### config.mk
export PLATFORM = sky130hd
export DESIGN_NAME = nontemporal_store_path
export DESIGN_NICKNAME = d
export VERILOG_FILES = /design/src/hw/nts_pkg.sv /design/src/hw/wc_mem_if.sv /design/src/hw/wc_line_mem.sv /design/src/hw/nontemporal_store_path.sv
export SDC_FILE = /design/constraint.sdc
export NUM_CORES = 2
export LEC_CHECK = 0
export ABC_AREA = 1
export BUFFER_PORTS_ARGS = -buffer_cell sky130_fd_sc_hd__buf_2
export CORE_AREA = 2 2 353 355
export CTS_BUF_LIST = sky130_fd_sc_hd__clkbuf_16
export DETAILED_ROUTE_END_ITERATION = 8
export DIE_AREA = 0 0 355 357
export PLACE_DENSITY_LB_ADDON = 0.3
export RECOVER_POWER = 100
export SETUP_SLACK_MARGIN = 0.4
export SLEW_MARGIN = 20
export SYNTH_ARGS = -nofsm -noshare
export SYNTH_HDL_FRONTEND = slang
export SYNTH_SLANG_ARGS = --single-unit
### constraint.sdc
create_clock -name i_clk -period 2.8 [get_ports i_clk]
set_clock_uncertainty 0.15 [all_clocks]
set_input_delay 0.56 -clock i_clk [delete_from_list [all_inputs] [get_ports i_clk]]
set_output_delay 0.56 -clock i_clk [all_outputs]
set_load 0.01 [all_outputs]
### src/hw/nts_pkg.sv
// Constants and types for the streaming store path.
// Assumes a 16-byte store chunk and a 64-byte cache line.
//
// Notes on behaviour
// - Streaming store to uncacheable or write-protect region goes out as ordered uncached store.
// - Streaming store to write-combining region simply uses write-combining handling.
// - Streaming store hitting a cached cacheable line keeps cache and memory consistent.
// - First-level hit merges the store bytes into the cached line in place.
// - Second-level hit flushes that line plus the store data to memory.
// - Cacheable-region miss is weakly ordered and write-combined.
// - Miss never allocates a cache line; successive stores may be combined.
// - Fence pushes all buffered combining data out before completing.
// - In-place update of a cached line is not pushed out by a later fence.
// - Reads from write-combining regions never fill the caches.
// - Bus memory type of a combined line is that of its first store.
// - Packed single streaming store writes a whole 16-byte unit.
// - Packed single streaming store faults when address is not 16-byte aligned.
// - Masked stores write a byte only when its mask byte top bit is set.
// - Masked stores take their address from the destination index register.
// - Streaming stores outside uncacheable and write-protect regions are weakly ordered; none allocate cache lines.
// - Writes to the same line merge; last value per byte wins.
// - Fence makes earlier stores visible before any later store.
package nts_pkg;
	localparam int CHUNK_W = 128;
	localparam int CHUNK_BYTES = 16;
	localparam int LINE_BYTES = 64;
	localparam int LINE_CHUNKS = 4;
	localparam int CHUNK_IDX_W = 2;
	localparam int CHUNK_OFF_W = 4;
	localparam int LINE_OFF_W = 6;
	localparam int HALF_BYTES = 8;
	localparam logic [CHUNK_IDX_W-1:0] LAST_CHUNK = 2'h3;
	localparam logic [CHUNK_BYTES-1:0] BE_FULL = 16'hffff;
	localparam logic [CHUNK_BYTES-1:0] BE_LOW_HALF = 16'h00ff;
	localparam logic [CHUNK_BYTES-1:0] BE_HIGH_HALF = 16'hff00;
	localparam logic [CHUNK_OFF_W-1:0] ALIGN_ZERO = 4'h0;

	typedef enum logic [2:0] {
		uncacheable_type,
		write_combining_type,
		write_through_type,
		write_protect_type,
		write_back_type
	} mem_type_e;

	typedef enum logic [2:0] {
		plain_store,
		stream_store_packed_single,
		stream_store_quad,
		stream_store_double_quad,
		masked_stream_store_quad,
		masked_stream_store_wide
	} st_kind_e;
endpackage : nts_pkg

### src/hw/wc_mem_if.sv
// Carrier between the store path and its combining line memory.
// Assumes a single clock shared by both ends.
`timescale 1ns/10ps
interface wc_mem_if #(parameter int WIDTH = 128, parameter int IDX_W = 2);
	logic wr_en;
	logic [IDX_W-1:0] wr_idx;
	logic [WIDTH/8-1:0] wr_be;
	logic [WIDTH-1:0] wr_data;
	logic rd_en;
	logic [IDX_W-1:0] rd_idx;
	logic [WIDTH-1:0] rd_data;
	modport owner(output wr_en, wr_idx, wr_be, wr_data, rd_en, rd_idx, input rd_data);
	modport mem(input wr_en, wr_idx, wr_be, wr_data, rd_en, rd_idx, output rd_data);
endinterface : wc_mem_if

### src/hw/wc_line_mem.sv
// Byte-writable chunk memory holding one combining line.
// Assumes reads are one cycle; read data hold until the next read.
`timescale 1ns/10ps
module wc_line_mem #(
	parameter int WIDTH = 128,
	parameter int DEPTH = 4
) (
	// Clock and reset
	input wire logic i_clk,
	input wire logic i_rstn,
	// Memory port
	wc_mem_if.mem m
);
	for (genvar b = 0; b < WIDTH / 8; b++) begin : g_lane
		logic [7:0] lane_q [DEPTH];
		logic [7:0] rd_q;
		// Per-byte write keeps the last value of each byte
		always_ff @(posedge i_clk) begin
			if (m.wr_en && m.wr_be[b]) begin
				lane_q[m.wr_idx] <= m.wr_data[b*8 +: 8];
			end
		end
		always_ff @(posedge i_clk or negedge i_rstn) begin
			if (!i_rstn) begin
				rd_q <= 8'h00;
			end else if (m.rd_en) begin
				rd_q <= lane_q[m.rd_idx];
			end
		end
		assign m.rd_data[b*8 +: 8] = rd_q;
	end
endmodule : wc_line_mem

### src/hw/nontemporal_store_path.sv
// Streaming store path: picks uncached, combining, in-place or flush handling.
// Assumes the lookup result arrives with the request; the bus may stall by holding off ready.
`timescale 1ns/10ps
module nontemporal_store_path #(
	parameter int ADDR_W = 32
) (
	// Clock and reset
	input wire logic i_clk,
	input wire logic i_rstn,
	// Store request
	input wire logic i_st_valid,
	output logic o_st_ready,
	input wire nts_pkg::st_kind_e i_st_kind,
	input wire logic i_st_nt,
	input wire nts_pkg::mem_type_e i_st_type,
	input wire logic [ADDR_W-1:0] i_st_addr,
	input wire logic [ADDR_W-1:0] i_dest_index,
	input wire logic [nts_pkg::CHUNK_W-1:0] i_st_data,
	input wire logic [nts_pkg::CHUNK_W-1:0] i_st_mask,
	// Cache lookup result
	input wire logic i_lk_l1_hit,
	input wire logic i_lk_l2_hit,
	// Store fence
	input wire logic i_fence,
	output logic o_fence_ready,
	output logic o_fence_done,
	// First-level in-place merge
	output logic o_l1_wr_valid,
	output logic [ADDR_W-1:0] o_l1_wr_addr,
	output logic [nts_pkg::CHUNK_W-1:0] o_l1_wr_data,
	output logic [nts_pkg::CHUNK_BYTES-1:0] o_l1_wr_be,
	// Second-level flush with data
	output logic o_l2_flush_valid,
	output logic [ADDR_W-1:0] o_l2_flush_addr,
	output logic [nts_pkg::CHUNK_W-1:0] o_l2_flush_data,
	output logic [nts_pkg::CHUNK_BYTES-1:0] o_l2_flush_be,
	// System bus write
	output logic o_bus_valid,
	input wire logic i_bus_ready,
	output logic [ADDR_W-1:0] o_bus_addr,
	output logic [nts_pkg::CHUNK_W-1:0] o_bus_data,
	output logic [nts_pkg::CHUNK_BYTES-1:0] o_bus_be,
	output nts_pkg::mem_type_e o_bus_type,
	output logic o_bus_ordered,
	// Alignment fault
	output logic o_gp_fault,
	output logic [ADDR_W-1:0] o_gp_fault_addr,
	// Read fill permission and status
	input wire nts_pkg::mem_type_e i_rd_type,
	output logic o_rd_fill_ok,
	output logic o_wc_busy
);
	typedef enum {st_idle, st_uncached, st_drain_rd, st_drain_wr} state_e;
	typedef enum {pth_fault, pth_uncached, pth_wc, pth_l1, pth_l2} path_e;

	state_e state_q;
	path_e path;
	logic [ADDR_W-1:0] eff_addr, uc_addr_q;
	logic [nts_pkg::CHUNK_BYTES-1:0] mask_msb, st_be, chunk_be, bus_be_q, uc_be_q;
	logic [nts_pkg::CHUNK_W-1:0] st_lane, uc_data_q;
	logic [nts_pkg::CHUNK_IDX_W-1:0] chunk_idx, drain_idx_q;
	logic [nts_pkg::LINE_BYTES-1:0] placed, wc_be_q;
	logic masked_op, misaligned, cacheable, need_drain, st_take, fence_take;
	logic last_chunk, drain_done, wc_valid_q, fence_pend_q, fence_done_q;
	logic [ADDR_W-1:nts_pkg::LINE_OFF_W] wc_line_q;
	nts_pkg::mem_type_e wc_type_q, uc_type_q;

	wc_mem_if #(.WIDTH(nts_pkg::CHUNK_W), .IDX_W(nts_pkg::CHUNK_IDX_W)) mif();

	wc_line_mem #(.WIDTH(nts_pkg::CHUNK_W), .DEPTH(nts_pkg::LINE_CHUNKS)) u_mem (
		.i_clk(i_clk),
		.i_rstn(i_rstn),
		.m(mif.mem)
	);

	// Mask byte top bits select the bytes to write
	for (genvar i = 0; i < nts_pkg::CHUNK_BYTES; i++) begin : g_mask
		assign mask_msb[i] = i_st_mask[i*8 + 7];
	end

	// Request decode
	always_comb begin
		masked_op = (i_st_kind == nts_pkg::masked_stream_store_quad) ||
			(i_st_kind == nts_pkg::masked_stream_store_wide);
		eff_addr = masked_op ? i_dest_index : i_st_addr;
		chunk_idx = eff_addr[nts_pkg::LINE_OFF_W-1:nts_pkg::CHUNK_OFF_W];
		st_lane = i_st_data;
		case (i_st_kind)
			nts_pkg::stream_store_quad: begin
				st_be = eff_addr[3] ? nts_pkg::BE_HIGH_HALF : nts_pkg::BE_LOW_HALF;
				st_lane = {2{i_st_data[63:0]}};
			end
			nts_pkg::masked_stream_store_quad: begin
				st_be = eff_addr[3] ? {mask_msb[7:0], 8'h00} : {8'h00, mask_msb[7:0]};
				st_lane = {2{i_st_data[63:0]}};
			end
			nts_pkg::masked_stream_store_wide: begin
				st_be = mask_msb;
			end
			default: begin
				st_be = nts_pkg::BE_FULL;
			end
		endcase
		misaligned = (i_st_kind == nts_pkg::stream_store_packed_single) &&
			(eff_addr[nts_pkg::CHUNK_OFF_W-1:0] != nts_pkg::ALIGN_ZERO);
		placed = {48'h0000_0000_0000, st_be} << {chunk_idx, 4'h0};
		cacheable = (i_st_type == nts_pkg::write_back_type) ||
			(i_st_type == nts_pkg::write_through_type);
		// Alignment fault first, then memory type, then lookup result
		if (misaligned) begin
			path = pth_fault;
		end else if (i_st_type == nts_pkg::uncacheable_type ||
			i_st_type == nts_pkg::write_protect_type) begin
			path = pth_uncached;
		end else if (!cacheable) begin
			path = pth_wc;
		end else if (!i_st_nt || i_lk_l1_hit) begin
			path = pth_l1;
		end else if (i_lk_l2_hit) begin
			path = pth_l2;
		end else begin
			path = pth_wc;
		end
		need_drain = wc_valid_q && ((path == pth_uncached) || ((path == pth_wc) &&
			(eff_addr[ADDR_W-1:nts_pkg::LINE_OFF_W] != wc_line_q)));
	end

	assign o_fence_ready = (state_q == st_idle);
	assign fence_take = i_fence && (state_q == st_idle);
	assign o_st_ready = (state_q == st_idle) && !i_fence && !need_drain;
	assign st_take = i_st_valid && o_st_ready;
	assign chunk_be = wc_be_q[drain_idx_q*nts_pkg::CHUNK_BYTES +: nts_pkg::CHUNK_BYTES];
	assign last_chunk = (drain_idx_q == nts_pkg::LAST_CHUNK);
	assign drain_done = ((state_q == st_drain_rd) && (chunk_be == 16'h0000) && last_chunk) ||
		((state_q == st_drain_wr) && i_bus_ready && last_chunk);

	// Control sequence
	always_ff @(posedge i_clk or negedge i_rstn) begin
		if (!i_rstn) begin
			state_q <= st_idle;
		end else begin
			case (state_q)
				st_idle: begin
					if (fence_take && wc_valid_q) begin
						state_q <= st_drain_rd;
					end else if (i_st_valid && !i_fence && need_drain) begin
						state_q <= st_drain_rd;
					end else if (st_take && path == pth_uncached) begin
						state_q <= st_uncached;
					end
				end
				st_uncached: begin
					if (i_bus_ready) begin
						state_q <= st_idle;
					end
				end
				st_drain_rd: begin
					if (chunk_be != 16'h0000) begin
						state_q <= st_drain_wr;
					end else if (last_chunk) begin
						state_q <= st_idle;
					end
				end
				st_drain_wr: begin
					if (i_bus_ready) begin
						state_q <= last_chunk ? st_idle : st_drain_rd;
					end
				end
				default: begin
					state_q <= st_idle;
				end
			endcase
		end
	end

	// Drain chunk index and beat byte enables
	always_ff @(posedge i_clk or negedge i_rstn) begin
		if (!i_rstn) begin
			drain_idx_q <= 2'h0;
			bus_be_q <= 16'h0000;
		end else if (state_q == st_idle) begin
			drain_idx_q <= 2'h0;
		end else if (state_q == st_drain_rd) begin
			bus_be_q <= chunk_be;
			if (chunk_be == 16'h0000 && !last_chunk) begin
				drain_idx_q <= drain_idx_q + 2'h1;
			end
		end else if (state_q == st_drain_wr && i_bus_ready && !last_chunk) begin
			drain_idx_q <= drain_idx_q + 2'h1;
		end
	end

	// Combining line state, no cache allocation
	always_ff @(posedge i_clk or negedge i_rstn) begin
		if (!i_rstn) begin
			wc_valid_q <= 1'b0;
			wc_line_q <= '0;
			wc_type_q <= nts_pkg::uncacheable_type;
			wc_be_q <= 64'h0000_0000_0000_0000;
		end else if (drain_done) begin
			wc_valid_q <= 1'b0;
			wc_be_q <= 64'h0000_0000_0000_0000;
		end else if (st_take && path == pth_wc) begin
			if (!wc_valid_q) begin
				wc_valid_q <= 1'b1;
				wc_line_q <= eff_addr[ADDR_W-1:nts_pkg::LINE_OFF_W];
				wc_type_q <= i_st_type;
				wc_be_q <= placed;
			end else begin
				wc_be_q <= wc_be_q | placed;
			end
		end
	end

	// Fence tracking
	always_ff @(posedge i_clk or negedge i_rstn) begin
		if (!i_rstn) begin
			fence_pend_q <= 1'b0;
			fence_done_q <= 1'b0;
		end else begin
			fence_done_q <= (fence_take && !wc_valid_q) || (drain_done && fence_pend_q);
			if (fence_take && wc_valid_q) begin
				fence_pend_q <= 1'b1;
			end else if (drain_done) begin
				fence_pend_q <= 1'b0;
			end
		end
	end

	// Uncached store capture
	always_ff @(posedge i_clk or negedge i_rstn) begin
		if (!i_rstn) begin
			uc_addr_q <= '0;
			uc_data_q <= '0;
			uc_be_q <= 16'h0000;
			uc_type_q <= nts_pkg::uncacheable_type;
		end else if (st_take && path == pth_uncached) begin
			uc_addr_q <= {eff_addr[ADDR_W-1:nts_pkg::CHUNK_OFF_W], nts_pkg::ALIGN_ZERO};
			uc_data_q <= st_lane;
			uc_be_q <= st_be;
			uc_type_q <= i_st_type;
		end
	end

	// In-place merge, second-level flush and fault outputs
	always_ff @(posedge i_clk or negedge i_rstn) begin
		if (!i_rstn) begin
			o_l1_wr_valid <= 1'b0;
			o_l2_flush_valid <= 1'b0;
			o_gp_fault <= 1'b0;
			o_l1_wr_addr <= '0;
			o_l1_wr_data <= '0;
			o_l1_wr_be <= 16'h0000;
			o_l2_flush_addr <= '0;
			o_l2_flush_data <= '0;
			o_l2_flush_be <= 16'h0000;
			o_gp_fault_addr <= '0;
		end else begin
			o_l1_wr_valid <= st_take && (path == pth_l1);
			o_l2_flush_valid <= st_take && (path == pth_l2);
			o_gp_fault <= st_take && (path == pth_fault);
			if (st_take) begin
				o_l1_wr_addr <= {eff_addr[ADDR_W-1:nts_pkg::CHUNK_OFF_W], nts_pkg::ALIGN_ZERO};
				o_l1_wr_data <= st_lane;
				o_l1_wr_be <= st_be;
				o_l2_flush_addr <= {eff_addr[ADDR_W-1:nts_pkg::CHUNK_OFF_W], nts_pkg::ALIGN_ZERO};
				o_l2_flush_data <= st_lane;
				o_l2_flush_be <= st_be;
				o_gp_fault_addr <= eff_addr;
			end
		end
	end

	// Line memory access
	assign mif.wr_en = st_take && (path == pth_wc);
	assign mif.wr_idx = chunk_idx;
	assign mif.wr_be = st_be;
	assign mif.wr_data = st_lane;
	assign mif.rd_en = (state_q == st_drain_rd) && (chunk_be != 16'h0000);
	assign mif.rd_idx = drain_idx_q;

	// Bus beat
	assign o_bus_valid = (state_q == st_uncached) || (state_q == st_drain_wr);
	assign o_bus_ordered = (state_q == st_uncached);
	assign o_bus_addr = (state_q == st_uncached) ? uc_addr_q :
		{wc_line_q, drain_idx_q, nts_pkg::ALIGN_ZERO};
	assign o_bus_data = (state_q == st_uncached) ? uc_data_q : mif.rd_data;
	assign o_bus_be = (state_q == st_uncached) ? uc_be_q : bus_be_q;
	assign o_bus_type = (state_q == st_uncached) ? uc_type_q : wc_type_q;
	assign o_fence_done = fence_done_q;
	assign o_wc_busy = wc_valid_q;
	assign o_rd_fill_ok = (i_rd_type == nts_pkg::write_back_type) ||
		(i_rd_type == nts_pkg::write_through_type);
endmodule : nontemporal_store_path

==> results.cfg <==
[clocking]
clockRootBuffer = clkbuf_16
cts-buffers-inserted = 120
htreeDepth = 3
clock_tree.buffer_depth = 3
cts_tree = done
numClockSinks = 1110
worstSkewPairLatency_ps = 760
clk_pin_slew_ps = 60

[floorplanning]
initial_core_util_pct = 39.2
rows = 129
dieHeight_um = 357
core_um2 = 123000
die_area_um2 = 127000
io_pins = 910
die_w_um = 355

[synth]
synth_xor_area_share_pct = 0
avgSynthCellArea_um2 = 9.45
ys_seq_area_share_pct = 63.0
synthAdderAreaFrac_pct = 0.0260
syn_area_um2 = 48200
netlist.area_leader.share_pct = 31.9
synth.distinct_cells = 34
ys_ff_latch = 1110
yosys.area.top_type = edfxtp_1
synth_top_family_by_area = simple AND/OR/NAND/NOR gates
yosys_warnings = 0
synth-simple-area-share_pct = 16.6
synth_compound_area_share_pct = 11.8
synth_mux_area_share_pct = 0.0208
yosys-top-cells-area = edfxtp_1 32%, dfrtp_1 31%, nand2_1 9.1%
netlist_instances = 5094

[timing]
min_period_over_period_pct = 116
hold_violations = 0
max_freq_ghz = 0.308
period_needed_ps = 3240
tightest_slew_ps = 1790
setup_slack_ps = -443
setup_viol = 982
slew_headroom_pct = -19.7
rsz0062_at_grt = true
slew_violations = 47
whs_ps = 44.2

[global_route]
top_usage_layer = met2
grtUsageMet1_pct = 38.3
grt_pass1_vias = 39300
antenna_found_initial = 24
gr-usage-met3_pct = 5.11
overflow = 0
grt_usage_pct = 28.3
grt_util_met2_pct = 45.9
grt_pass1_wl_mm = 264
grt_start_max_net_pins = 101

[worst_hold_path]
whs_endpoint = wc_type_q[0]
hp-class = primary input to register
hold_path_depth = 4
min-delay-start = i_st_type[0]

[drt]
drtIter0Drc = 3875
ant_nets = 0
viasPerCell = 5.25
drt-total-wl_mm = 188
drc = 0
wl_per_cell_um = 23.7
vias = 41700
drt-pass1-iter-count = 6

[pwr]
vdd_drop_max_mv = 0.723
cellPowerDensity_nw_per_um2 = 1140
p_leak_uw = 0.0290

[place]
portBuffers = 785
dp_hpwl_mm = 124
dp_cells = 7406
gp_congestion = 0.938
place_ws_ps = -759

[layout]
fillerInstances = 10900
layout.nets = 6521
drive_above_1_share_pct = 27.0
multi_input_area_um2 = 16900
regArea_um2 = 30300
final_cells = 7943
synthToLayoutAreaGrowth_pct = 39.6

[critical_path]
ff2ff_path_depth = 24
path_class = register to primary output
arrival_ps = 2530
cp_max_fo = 2
crit_path_end_kind = primary output
reg2reg_from = wc_line_q[24]
worstPathRequired_ps = 2090
cp-start-kind = register
r2r_slack_ps = -360
rr_endpoint = wc_be_q[26]

[job]
cap_violations = 1

[outcome]
violations = capacitance limit, slew limit, setup timing
status = finished with violations
==> what timing repair did <==
item,4_1_cts,5_1_grt
endpoints found under the setup margin,1261,1275
endpoints found under the hold margin,308,0
cloned,53,20
resized for setup,897,298
pin swaps,149,48
hold buffers,70,0
buffers inserted,94,55
==> cell usage in the layout, fill, tap and decap left out, drive strengths merged, types with 3 or more instances in the layout <==
| cell | synthesis | routed |
|---|---|---|
| clkbuf | 204 | 643 |
| diode | 0 | 15 |
| nand2 | 1170 | 1171 |
| nor3 | 7 | 7 |
| dfrtp | 598 | 598 |
| clkinvlp | 0 | 9 |
| conb | 1 | 12 |
| a21oi | 49 | 49 |
| buf | 319 | 880 |
| a31oi | 128 | 128 |
| o21ai | 919 | 919 |
| edfxtp | 512 | 512 |
| bufinv | 0 | 10 |
| dlygate4sd3 | 0 | 70 |
| clkinv | 1 | 53 |
| or2 | 3 | 3 |
| inv | 300 | 343 |
| nand4 | 8 | 8 |
| nor2 | 739 | 739 |
| nand3 | 131 | 131 |
==> kinds of logic (layout without fill, tap and decap cells) <==
family / count (synthesis) / after routing
AO/OA/AOI/OAI: 1099 / 1099
flip-flops: 1110 / 1110
AND/OR/NAND/NOR: 2058 / 2059
other: 1 / 27
adder cells (fa/ha/maj): 1 / 1
buffers and inverters: 824 / 2009
multiplexers: 1 / 1
==> per-layer routing <==
| layer | wire, µm | vias up | share of wire (%) |
|---|---|---|---|
| li1 | - | 18900 | - |
| met1 | 78200 | 20600 | 42 |
| met2 | 89400 | 1814 | 48 |
| met3 | 13600 | 322 | 7.3 |
| met4 | 6610 | 10 | 3.5 |
| met5 | 60 | - | 0.032 |
==> worst max-delay path by stage <==
| stage | start | end | slack [ps] | depth (start not counted) |
|---|---|---|---|---|
| 2_1_floorplan | i_st_kind[2] | u_mem.g_lane[12].lane_q[3][0] | -130 | 19 |
| 3_3_place_gp | i_st_kind[1] | u_mem.g_lane[3].lane_q[1][4] | -670 | 19 |
| 3_5_place_dp | i_st_kind[1] | u_mem.g_lane[0].lane_q[0][7] | -760 | 19 |
| 4_1_cts | wc_line_q[21] | o_st_ready | -460 | 15 |
| 5_1_grt | wc_line_q[24] | o_st_ready | -530 | 15 |
| 6_report | wc_line_q[21] | o_bus_addr[21] | -440 | 13 |
==> synthesized netlist by cell type, drive strengths merged <==
cell type,number
a211oi,1
a21oi,49
a31oi,128
a32oi,1
buf,319
clkbuf,204
clkinv,1
conb,1
dfrtp,598
edfxtp,512
ha,1
inv,300
mux2i,1
nand2,1170
nand3,131
nand4,8
nor2,739
nor3,7
o21ai,919
o21bai,1
or2,3
==> power by group <==
group	internal (µW)	switching [µW]	total (µW)
clock network	8780	6900	15700
registers	21200	3730	24900
logic	15300	20900	36200
==> registers in the layout, summed over array words and instances, names as in the netlist, 26 cells and up <==
register	count
uc_data_q	128
o_gp_fault_addr	32
wc_line_q	26
wc_be_q	64
u_mem.g_lane.rd_q	128
u_mem.g_lane.lane_q	512
o_l2_flush_data	128
uc_addr_q	28
==> metrics by stage <==
stage	setup TNS (ps)	util [%]	total power (µW)	area, µm²
after floorplan	-17430	-	38800	48800
after global placement	-442730	45.4	49500	55800
after detailed placement	-473410	45.4	49900	55900
after CTS	-138830	53.7	76100	66000
after global routing	-330890	54.6	80600	67200
final	-192710	54.6	76800	67200
==> cell type report <==
type | instances | area share [%]
multi-input cells | 3172 | 25.2
flip-flops and latches | 1110 | 45.2
repair inverters | 5 | 0.141
diodes | 15 | 0.0559
inverters | 301 | 1.76
repair buffers | 1473 | 18.9
well taps | 1637 | 3.05
clock inverters | 109 | 1.26
clock buffers | 121 | 4.51
==> worst max-delay path, cell delays in order (launching register included) <==
cell and delay, ps:
dfrtp_1 390, inv_2 60, buf_6 110, buf_6 100, buf_6 100, buf_6 100
buf_6 110, buf_6 100, buf_6 100, buf_6 100, buf_6 100, buf_6 110
o21ai_4 140, buf_2 150
Note: power is estimated with default switching activity, not from simulation.
